===== config.mk =====
export PLATFORM = sky130hd
export DESIGN_NAME = tbw_top
export DESIGN_NICKNAME = d
export VERILOG_FILES = /design/src/core/tbw_pkg.sv /design/src/core/tbw_top.sv
export VERILOG_INCLUDE_DIRS = /design/src /design/src/core
export SDC_FILE = /design/constraint.sdc
export NUM_CORES = 1
export LEC_CHECK = 0
export ABC_AREA = 1
export BUFFER_PORTS_ARGS = -buffer_cell sky130_fd_sc_hd__buf_2
export CAP_MARGIN = 15
export CORE_ASPECT_RATIO = 1.2
export CORE_MARGIN = 3
export CORE_UTILIZATION = 55
export DETAILED_ROUTE_END_ITERATION = 12
export PLACE_DENSITY = 0.87
export SETUP_SLACK_MARGIN = 0.02
export SLEW_MARGIN = 20
export SYNTH_ARGS = -nofsm -noshare
export SYNTH_HDL_FRONTEND = slang
export SYNTH_SLANG_ARGS = --single-unit

===== constraint.sdc =====
create_clock -name sys_clk_in -period 10.6 [get_ports sys_clk_in]
set_input_delay 2.12 -clock sys_clk_in [delete_from_list [all_inputs] [get_ports sys_clk_in]]
set_output_delay 2.12 -clock sys_clk_in [all_outputs]
set_load 0.01 [all_outputs]

===== src/core/tbw_regs.svh =====
// register offsets, field positions, reset values and timing counts
`ifndef TBW_REGS_SVH
`define TBW_REGS_SVH
`define TBW_OFF_TMR_CTRL 8'h00
`define TBW_OFF_COUNT0   8'h04
`define TBW_OFF_COUNT1   8'h08
`define TBW_OFF_TIMEBASE 8'h0c
`define TBW_OFF_TONE     8'h10
`define TBW_OFF_WD_CTRL  8'h14
`define TBW_OFF_CLK_CTRL 8'h18
`define TBW_OFF_STATUS   8'h1c
`define TBW_RUN_POS      0
`define TBW_GATE_POS     1
`define TBW_CT_POS       2
`define TBW_MODE_POS     3
`define TBW_T1_CTRL_POS  8
`define TBW_TONE_EN_POS  6
`define TBW_KEYTONE_POS  7
`define TBW_WD_RWT_POS   0
`define TBW_WD_EWT_POS   1
`define TBW_WD_WATCHDOG_RESET_FLAG_POS  2
`define TBW_WD_WATCHDOG_TIMEOUT_FLAG_POS  3
`define TBW_WD_IE_POS    4
`define TBW_WD_EA_POS    5
`define TBW_WD_SEL_POS   6
`define TBW_CFG_RST      5'h00
`define TBW_TB_RST       4'h0
`define TBW_TONE_RST     2'h0
`define TBW_WD_SEL_RST   2'h0
`define TBW_MC_CLKS      4
`define TBW_WDRST_MCS    2
`define TBW_WD_GRACE     512
`define TBW_WD_INT0      4096
`endif


===== src/core/tbw_pkg.sv =====
// types shared by the timer, tone and watchdog block
package tbw_pkg;
    typedef enum logic [1:0] {
        TBW_M13  = 2'h0,
        TBW_M16  = 2'h1,
        TBW_M8AR = 2'h2,
        TBW_MOFF = 2'h3
    } tbw_mode_e;
    typedef enum logic [2:0] {
        TBW_WD_RUN  = 3'h1,
        TBW_WD_WAIT = 3'h2,
        TBW_WD_RST  = 3'h4
    } tbw_wd_e;
endpackage


===== src/core/tbw_top.sv =====
// two timer/counters, tone output and watchdog behind an apb slave
//
// Operation
// - two identical timers, high and low bytes
// - time-base from osc/4, /64, /1024, sub-osc
// - overflow caught at phase 2, one per cycle
// - mode 0: high byte plus low five bits
// - low five bits step; low bit4 fall steps high
// - 13-bit wrap sets overflow flag
// - count only when run and gate allows
// - counter select picks clock or pin falls
// - mode 1 is full 16-bit counter
// - mode 2 reloads low from high, sets flag
// - timer time-base from timebase select register
// - timer 0 mode 2 drives tone pin
// - key-tone select routes key tone out
// - tone enable clear floats the pin
// - tone is timer0 overflow rate halved
// - watchdog free divider, independent irq, reset
// - restart bit clears count, self-clears
// - interval field picks 2^12..2^21 clocks
// - time-out sets flag, waits 512 clocks
// - no restart: reset two machine cycles
// - flag each interval; irq needs both enables
// - service entry clears overflow flag
// - power reset disables watchdog; own reset restarts
//
// Our own choices: the APB slave port and the register offsets.
`include "tbw_regs.svh"
`timescale 1ns/1ps
`default_nettype none

module tbw_top #(
    parameter int unsigned WD_INT1 = 32768,
    parameter int unsigned WD_INT2 = 262144,
    parameter int unsigned WD_INT3 = 2097152
) (
    input  wire logic        sys_clk_in,
    input  wire logic        reset_in,
    input  wire logic        psel_in,
    input  wire logic        penable_in,
    input  wire logic        pwrite_in,
    input  wire logic [7:0]  paddr_in,
    input  wire logic [31:0] pwdata_in,
    output logic      [31:0] prdata_out,
    output logic             pready_out,
    output logic             pslverr_out,
    input  wire logic        sub_osc_clock_in,
    input  wire logic        count_input_pin_0_in,
    input  wire logic        count_input_pin_1_in,
    input  wire logic [1:0]  external_request_pin_in,
    input  wire logic        key_tone_signal_in,
    input  wire logic [1:0]  isr_ack_in,
    output logic      [1:0]  overflow_flag_out,
    output logic             watchdog_irq_out,
    output logic             sys_reset_out,
    output logic             tone_output_pin_out,
    output logic             tone_output_pin_oe_out
);
    import tbw_pkg::*;

    localparam int GRC = `TBW_WD_GRACE;
    localparam int RSC = `TBW_MC_CLKS * `TBW_WDRST_MCS;
    localparam logic [8:0] GR_LAST = 9'(GRC - 1);
    localparam logic [2:0] RS_LAST = 3'(RSC - 1);

    // next count for one step, bit 16 flags overflow
    function automatic logic [16:0] tbw_next(
        input logic [1:0] m,
        input logic [7:0] hi,
        input logic [7:0] lo
    );
        logic [16:0] r;
        r = {1'b0, hi, lo};
        unique case (m)
            TBW_M13: begin
                r[4:0] = lo[4:0] + 5'h01;
                if (lo[4:0] == 5'h1f) begin
                    r[15:8] = hi + 8'h01;
                    r[16]   = (hi == 8'hff);
                end
            end
            TBW_M16: r = {1'b0, hi, lo} + 17'h00001;
            TBW_M8AR: begin
                if (lo == 8'hff) begin
                    r = {1'b1, hi, hi};
                end else begin
                    r[7:0] = lo + 8'h01;
                end
            end
            default: r = {1'b0, hi, lo};
        endcase
        return r;
    endfunction

    // watchdog interval in clocks
    function automatic logic [21:0] wd_lim(input logic [1:0] sel);
        logic [21:0] v;
        unique case (sel)
            2'h0: v = 22'(`TBW_WD_INT0);
            2'h1: v = 22'(WD_INT1);
            2'h2: v = 22'(WD_INT2);
            2'h3: v = 22'(WD_INT3);
        endcase
        return v;
    endfunction

    // register state
    logic [1:0][4:0]  cfg_q;
    logic [3:0]       tb_q;
    logic [1:0]       tone_cfg_q;
    logic [1:0]       wd_sel_q;
    logic             ewt_q;
    logic             wdie_q;
    logic             ea_q;
    logic             watchdog_timeout_flag_q;
    logic             watchdog_reset_flag_q;
    logic             rwt_q;
    logic [31:0]      prdata_q;
    logic             pready_q;
    logic             pslverr_q;
    logic [9:0]       pre_q;
    logic [1:0]       mc_q;
    logic [5:0]       s1_q;
    logic [5:0]       s2_q;
    logic [5:0]       s3_q;
    logic             tone_tgl_q;
    logic             tone_out_q;
    logic             tone_oe_q;
    logic             wd_irq_q;
    tbw_wd_e          st_q;
    logic [21:0]      wd_cnt_q;
    logic [8:0]       gr_q;
    logic [2:0]       rc_q;
    logic [1:0][15:0] cnt_w;
    logic [1:0]       ovf_w;
    logic [1:0]       step;
    logic [1:0]       ovf_ev;

    // apb decode
    wire mapped  = (paddr_in[7:5] == 3'h0) && (paddr_in[1:0] == 2'h0);
    wire acc     = psel_in & penable_in;
    wire wr      = acc & pwrite_in & pready_q & mapped;
    wire wr_ctrl = wr & (paddr_in == `TBW_OFF_TMR_CTRL);
    wire wr_tb   = wr & (paddr_in == `TBW_OFF_TIMEBASE);
    wire wr_tone = wr & (paddr_in == `TBW_OFF_TONE);
    wire wr_wd   = wr & (paddr_in == `TBW_OFF_WD_CTRL);
    wire wr_clk  = wr & (paddr_in == `TBW_OFF_CLK_CTRL);
    wire wr_stat = wr & (paddr_in == `TBW_OFF_STATUS);
    wire wd_rst  = (st_q == TBW_WD_RST);

    // read selection; restart bit always reads back zero
    wire [31:0] rd_word =
        (paddr_in == `TBW_OFF_TMR_CTRL) ?
            {19'h0, cfg_q[1], 3'h0, cfg_q[0]} :
        (paddr_in == `TBW_OFF_COUNT0) ? {16'h0, cnt_w[0]} :
        (paddr_in == `TBW_OFF_COUNT1) ? {16'h0, cnt_w[1]} :
        (paddr_in == `TBW_OFF_TIMEBASE) ? {28'h0, tb_q} :
        (paddr_in == `TBW_OFF_TONE) ? {24'h0, tone_cfg_q, 6'h0} :
        (paddr_in == `TBW_OFF_WD_CTRL) ?
            {26'h0, ea_q, wdie_q, watchdog_timeout_flag_q, watchdog_reset_flag_q, ewt_q, 1'b0} :
        (paddr_in == `TBW_OFF_CLK_CTRL) ? {24'h0, wd_sel_q, 6'h0} :
        (paddr_in == `TBW_OFF_STATUS) ? {30'h0, ovf_w} : 32'h0;

    // one wait state, then ready with data or error
    always_ff @(posedge sys_clk_in or posedge reset_in) begin
        if (reset_in) begin
            pready_q  <= 1'b0;
            pslverr_q <= 1'b0;
            prdata_q  <= 32'h0;
        end else begin
            pready_q  <= acc & ~pready_q;
            pslverr_q <= acc & ~pready_q & ~mapped;
            if (acc & ~pready_q) begin
                prdata_q <= mapped ? rd_word : 32'h0;
            end
        end
    end

    // pin synchronisers and edge history
    wire [5:0] raw = {key_tone_signal_in, external_request_pin_in,
                      count_input_pin_1_in, count_input_pin_0_in,
                      sub_osc_clock_in};
    always_ff @(posedge sys_clk_in or posedge reset_in) begin
        if (reset_in) begin
            s1_q <= 6'h0;
            s2_q <= 6'h0;
            s3_q <= 6'h0;
        end else begin
            s1_q <= raw;
            s2_q <= s1_q;
            s3_q <= s2_q;
        end
    end
    wire [5:0] fall = s3_q & ~s2_q;

    // prescaler and machine-cycle phase
    always_ff @(posedge sys_clk_in or posedge reset_in) begin
        if (reset_in) begin
            pre_q <= 10'h000;
            mc_q  <= 2'h0;
        end else begin
            pre_q <= pre_q + 10'h001;
            mc_q  <= mc_q + 2'h1;
        end
    end
    wire phase2 = (mc_q == 2'h1);

    // falling edges of the four time-bases
    wire [3:0] tick = {fall[0], &pre_q, &pre_q[5:0], &pre_q[1:0]};

    // configuration registers
    always_ff @(posedge sys_clk_in or posedge reset_in) begin
        if (reset_in) begin
            cfg_q      <= {`TBW_CFG_RST, `TBW_CFG_RST};
            tb_q       <= `TBW_TB_RST;
            tone_cfg_q <= `TBW_TONE_RST;
            wd_sel_q   <= `TBW_WD_SEL_RST;
            wdie_q     <= 1'b0;
            ea_q       <= 1'b0;
        end else if (wd_rst) begin
            cfg_q      <= {`TBW_CFG_RST, `TBW_CFG_RST};
            tone_cfg_q <= `TBW_TONE_RST;
        end else begin
            if (wr_ctrl) begin
                cfg_q[0] <= pwdata_in[4:0];
                cfg_q[1] <= pwdata_in[`TBW_T1_CTRL_POS +: 5];
            end
            if (wr_tb) begin
                tb_q <= pwdata_in[3:0];
            end
            if (wr_tone) begin
                tone_cfg_q <= pwdata_in[`TBW_TONE_EN_POS +: 2];
            end
            if (wr_clk) begin
                wd_sel_q <= pwdata_in[`TBW_WD_SEL_POS +: 2];
            end
            if (wr_wd) begin
                wdie_q <= pwdata_in[`TBW_WD_IE_POS];
                ea_q   <= pwdata_in[`TBW_WD_EA_POS];
            end
        end
    end

    // the two timer/counters
    for (genvar i = 0; i < 2; i++) begin : g_tmr
        logic [7:0] hi_q;
        logic [7:0] lo_q;
        logic       pend_q;
        logic       flag_q;
        wire [4:0]  c  = cfg_q[i];
        wire [1:0]  ts = tb_q[2*i +: 2];
        wire ev   = c[`TBW_CT_POS] ? fall[1+i] : tick[ts];
        wire gok  = ~c[`TBW_GATE_POS] | s2_q[3+i];
        wire [16:0] nx = tbw_next(c[`TBW_MODE_POS +: 2], hi_q, lo_q);
        wire cw   = wr & (paddr_in == (i == 0 ? `TBW_OFF_COUNT0
                                              : `TBW_OFF_COUNT1));
        wire clr  = isr_ack_in[i] | (wr_stat & pwdata_in[i]);
        assign step[i]   = c[`TBW_RUN_POS] & gok & ev;
        assign ovf_ev[i] = step[i] & nx[16];
        assign cnt_w[i]  = {hi_q, lo_q};
        assign ovf_w[i]  = flag_q;

        // count bytes: software write beats a step
        always_ff @(posedge sys_clk_in or posedge reset_in) begin
            if (reset_in) begin
                hi_q <= 8'h00;
                lo_q <= 8'h00;
            end else if (cw) begin
                hi_q <= pwdata_in[15:8];
                lo_q <= pwdata_in[7:0];
            end else if (step[i]) begin
                hi_q <= nx[15:8];
                lo_q <= nx[7:0];
            end
        end

        // overflow held until phase 2; set wins over clear
        always_ff @(posedge sys_clk_in or posedge reset_in) begin
            if (reset_in) begin
                pend_q <= 1'b0;
                flag_q <= 1'b0;
            end else begin
                pend_q <= ovf_ev[i] | (pend_q & ~phase2);
                flag_q <= (phase2 & pend_q) | (flag_q & ~clr);
            end
        end
    end

    // tone divider and pin drive
    wire t0_ar = (cfg_q[0][`TBW_MODE_POS +: 2] == TBW_M8AR);
    always_ff @(posedge sys_clk_in or posedge reset_in) begin
        if (reset_in) begin
            tone_tgl_q <= 1'b0;
            tone_out_q <= 1'b0;
            tone_oe_q  <= 1'b0;
        end else begin
            if (ovf_ev[0] & t0_ar) begin
                tone_tgl_q <= ~tone_tgl_q;
            end
            tone_out_q <= tone_cfg_q[1] ? s2_q[5] : tone_tgl_q;
            tone_oe_q  <= tone_cfg_q[0];
        end
    end

    // watchdog counter and sequencer
    wire [21:0] lim_m1 = wd_lim(wd_sel_q) - 22'h000001;
    wire tmo       = (wd_cnt_q == lim_m1) & ~rwt_q;
    wire grace_end = (st_q == TBW_WD_WAIT) & (gr_q == GR_LAST) & ~rwt_q;
    wire rst_go    = grace_end & ewt_q;

    always_ff @(posedge sys_clk_in or posedge reset_in) begin
        if (reset_in) begin
            st_q     <= TBW_WD_RUN;
            wd_cnt_q <= 22'h000000;
            gr_q     <= 9'h000;
            rc_q     <= 3'h0;
        end else begin
            wd_cnt_q <= (rwt_q | tmo | wd_rst) ? 22'h000000
                      : wd_cnt_q + 22'h000001;
            unique case (st_q)
                TBW_WD_RUN: begin
                    gr_q <= 9'h000;
                    if (tmo) begin
                        st_q <= TBW_WD_WAIT;
                    end
                end
                TBW_WD_WAIT: begin
                    gr_q <= gr_q + 9'h001;
                    rc_q <= 3'h0;
                    if (rwt_q) begin
                        st_q <= TBW_WD_RUN;
                    end else if (gr_q == GR_LAST) begin
                        // with reset disabled, a time-out on this edge opens a fresh grace
                        st_q <= ewt_q ? TBW_WD_RST
                              : (tmo ? TBW_WD_WAIT : TBW_WD_RUN);
                    end
                end
                TBW_WD_RST: begin
                    rc_q <= rc_q + 3'h1;
                    if (rc_q == RS_LAST) begin
                        st_q <= TBW_WD_RUN;
                    end
                end
            endcase
        end
    end

    // watchdog flags, restart pulse and interrupt
    always_ff @(posedge sys_clk_in or posedge reset_in) begin
        if (reset_in) begin
            ewt_q    <= 1'b0;
            watchdog_timeout_flag_q   <= 1'b0;
            watchdog_reset_flag_q   <= 1'b0;
            rwt_q    <= 1'b0;
            wd_irq_q <= 1'b0;
        end else begin
            rwt_q <= wr_wd & pwdata_in[`TBW_WD_RWT_POS];
            if (wr_wd) begin
                ewt_q <= pwdata_in[`TBW_WD_EWT_POS];
            end
            watchdog_timeout_flag_q <= tmo | (watchdog_timeout_flag_q & ~wd_rst &
                      ~(wr_wd & ~pwdata_in[`TBW_WD_WATCHDOG_TIMEOUT_FLAG_POS]));
            watchdog_reset_flag_q <= rst_go | (watchdog_reset_flag_q &
                      ~(wr_wd & ~pwdata_in[`TBW_WD_WATCHDOG_RESET_FLAG_POS]));
            wd_irq_q <= watchdog_timeout_flag_q & wdie_q & ea_q;
        end
    end

    // outputs straight from flops
    assign prdata_out             = prdata_q;
    assign pready_out             = pready_q;
    assign pslverr_out            = pslverr_q;
    assign overflow_flag_out      = ovf_w;
    assign watchdog_irq_out       = wd_irq_q;
    assign sys_reset_out          = st_q[2];
    assign tone_output_pin_out    = tone_out_q;
    assign tone_output_pin_oe_out = tone_oe_q;
endmodule // tbw_top

`default_nettype wire


==> run_results.csv <==
group,metric,value,unit
logic_synthesis,yosysWarnings,0,
cells_and_area,final_nets,1315,
sta,setup_viol,0,
job,drv_cap,0,
floorplan,core,15300,um^2
hold_path,worstHoldPathCells,0,
global_routing,grt_pass1_wl,37800,um
floorplan,ios,93,
sta,relSlewSlack,0.442,
worst_setup_path,required,10910,ps
clock_network,cts_max_path_buffers,2,
sta,max_freq,259,MHz
power,irDropWorstVdd,0.108,mV
worst_setup_path,reg2reg_to,"g_tmr[0].pend_q",
floorplan,start_util,0.571,
power,power_density,135,nW/um^2
worst_setup_path,reg2reg_depth,9,
logic_synthesis,ys_seq_area_frac,0.419,
worst_setup_path,setup.worst_path.end_class,"register",
logic_synthesis,async_reset_ff_frac,1.00,
sta,grt_setup_unrepaired,"no",
cells_and_area,stdcell_count,1457,
worst_setup_path,r2r-start,"g_tmr[0].lo_q[1]",
global_routing,grt_pass1_vias,7847,
routing,vias,8181,
place,placed_cells,1425,
hold_path,hold_class,"reg2reg",
floorplan,rows,49,
worst_setup_path,startpoint_type,"input port",
cells_and_area,syn_to_final_growth,11.0,%
hold_path,hold_end,"s2_q[2]",
clock_network,cts_tree,"built",
routing,drtIter0Drc,925,
floorplan,die_h,144,um
cells_and_area,final_layout_size_suffix_gt1_frac,0.111,
hold_path,min_from,"s1_q[2]",
clock_network,htreeDepth,4,
cells_and_area,n_antenna_cell,0,
routing,post_drt_wl_per_cell,15.8,um
sta,tns,0,ps
logic_synthesis,ys.flop_type,"dfrtp_1",
clock_network,cts_setup_buffers,0,
floorplan,die-area,17400,um^2
global_routing,grt_max_degree,96,
place,place_congestion,0.988,
logic_synthesis,synth_cell_types,41,
cells_and_area,fillers,1273,
worst_setup_path,r2r_setup_slack,8330,ps
routing,wl,23000,um
logic_synthesis,syn_inst,1185,
sta,period_minus_slack,3860,ps
routing,first_pass_iters,6,
outcome,outcome,"complete, no violations",
routing,viasPerCell,5.61,
clock_network,cts_resized,0,
worst_setup_path,path_cells,"buf_2 -> nor2_2 -> nand4_2 -> nor2_2 -> nand2_4 -> inv_2 -> nor2_2 -> nand3_1 -> nand2_1 -> nand2_1 -> nand2_1",
sta,finalCritPeriodShare,0.364,
worst_setup_path,critPathArrivalTime,4170,ps
place,dp_hpwl,16800,um
clock_network,numCtsBuffers,17,
floorplan,die_w,121,um
global_routing,antenna_found_initial,0,
clock_network,hold_buffers,0,
logic_synthesis,netlist_area,8720,um^2
worst_setup_path,cpPeakStageDelay,570,ps
global_routing,grt.total_usage,0.274,
logic_synthesis,synth_area_leaders,"dfrtp_1 42%, nand2_1 16%, nand3_1 6.1%, inv_1 5.8%, o21ai_0 4.8%",
sta,slew_violations,0,
logic_synthesis,synth-seq-cells,146,
worst_setup_path,critPathLaunch,"paddr_in[5]",
routing,antenna_left,0,
logic_synthesis,avgSynthCellArea,7.36,um^2
worst_setup_path,crit_type,"in2reg",
sta,finalHoldViolCount,0,
sta,tightest_slew,836,ps
worst_setup_path,critPathMaxFanout,27,
clock_network,insertion_delay,430,ps
logic_synthesis,synth.top_cell.area_share,0.416,
worst_setup_path,slowest_stage,"nor2_2",
clock_network,path_clk_slew,60,ps
logic_synthesis,synth-edff-count,0,
logic_synthesis,synth_top_area_cell,"dfrtp_1",
clock_network,clock-sinks,146,
global_routing,grt.overflow.total,0,
place,port_buffers,60,
power,power.leakage,4.97,nW
clock_network,clock-root-buffer,"clkbuf_16",
routing,drc,0,
sta,clock-skew-final,8.97,ps
-- flip-flops by register name, summed over array words and instances (netlist names), 3 cells and up --
name,cells
wd_cnt_q,22
pre_q,10
s1_q,6
tb_q,4
rc_q,3
st_q,3
s2_q,6
gr_q,9
s3_q,3
g_tmr.c,10
g_tmr.hi_q,16
prdata_out,16
g_tmr.lo_q,16
-- worst max-delay path by stage --
stage | to | slack, ps | cells past startpoint
2_1_floorplan | ea_q | 4560 | 1
3_3_place_gp | g_tmr[0].hi_q[6] | 6350 | 11
3_5_place_dp | g_tmr[0].hi_q[6] | 6370 | 11
4_1_cts | g_tmr[0].hi_q[6] | 6790 | 11
5_1_grt | g_tmr[0].hi_q[6] | 6630 | 11
6_report | g_tmr[0].hi_q[6] | 6740 | 11
-- area by class of cell --
| type | count | area, um^2 | area share |
|---|---|---|---|
| tap | 204 | 255 | 0.0264 |
| clock buffer | 20 | 457 | 0.0472 |
| sequential | 146 | 3650 | 0.378 |
| clock inverter | 12 | 144 | 0.0149 |
| inverter | 142 | 541 | 0.0559 |
| multi-input combinational | 872 | 4320 | 0.446 |
| timing repair buffer | 61 | 308 | 0.0318 |
-- metal layers --
layer	GRT usage	part of all wire	routed length [um]
met5	0	0	0
met4	0.147	0.049	1130
met3	0.0496	0.078	1790
met2	0.468	0.48	11100
met1	0.329	0.39	8950
-- worst max-delay path: cells and delay by family --
kind	cells	cell delay (ps)
AND/OR/NAND/NOR	9	1630
buffers and inverters	2	390
-- cells in the mapped netlist (2+ instances only) --
cell        n
nand2_2    10
clkbuf_1    5
a22o_1      2
nand2_1   362
nor2_2      9
nor2_1     92
or2_2       2
buf_2      11
xnor2_1    15
buf_6       4
nand2_4     3
dfrtp_1   145
buf_4      20
nor2_4      4
nor3b_1     2
o211ai_1    5
o31ai_1     4
nor2_8      2
o21ai_1    14
xor2_1     18
nand3b_1    3
inv_1     134
ha_1       22
nand3_2     4
inv_2       7
nor3_1     16
o32ai_1     3
nand3_1   106
nand4_1    21
o22ai_1    15
o21ai_0    83
a21oi_1    33
-- logic make-up (layout without fill, tap and decap cells) --
logic type      count (synthesis)  after routing  synth area share
flops                         146            146             0.419
simple gates                  640            640             0.323
fa+ha+maj                      22             22            0.0316
xor+xnor                       33             33            0.0332
compound gates                161            161             0.100
buf+inv                       182            235            0.0923
other cells                     1             16          0.000430
-- report_power, final --
| part | internal, mW | switching, mW |
|---|---|---|
| Clock | 0.364 | 0.248 |
| Combinational | 0.0292 | 0.0721 |
| Sequential | 0.577 | 0.0140 |
| Total | 0.970 | 0.334 |
-- through the flow --
step	util	setup WS, ps	hold slack [ps]	power (mW)	area (um^2)
floorplan	-	4560	331	0.674	8770
global placement	0.594	6350	334	0.697	9070
detailed placement	0.594	6370	335	0.702	9070
CTS	0.634	6790	349	1.31	9670
global route	0.634	6630	352	1.35	9670
finish	0.634	6740	347	1.30	9670
-- placed cells by master, fill, tap and decap left out, drive strengths merged, types with 3 or more instances in the layout --
cell type  synthesis  final
o31ai              4      4
nor3              18     18
o32ai              3      3
nand4             22     22
buf               35     61
clkbuf             5     20
nand2            375    375
dfrtp            145    145
o21ai             97     97
nand3b             3      3
o22ai             15     15
o211ai             5      5
xnor2             15     15
nand3            110    110
ha                22     22
a21oi             33     33
clkinv             0      3
nor2             107    107
conb               1     16
inv              142    147
xor2              18     18
No activity file was read; power rests on OpenSTA's default activity.
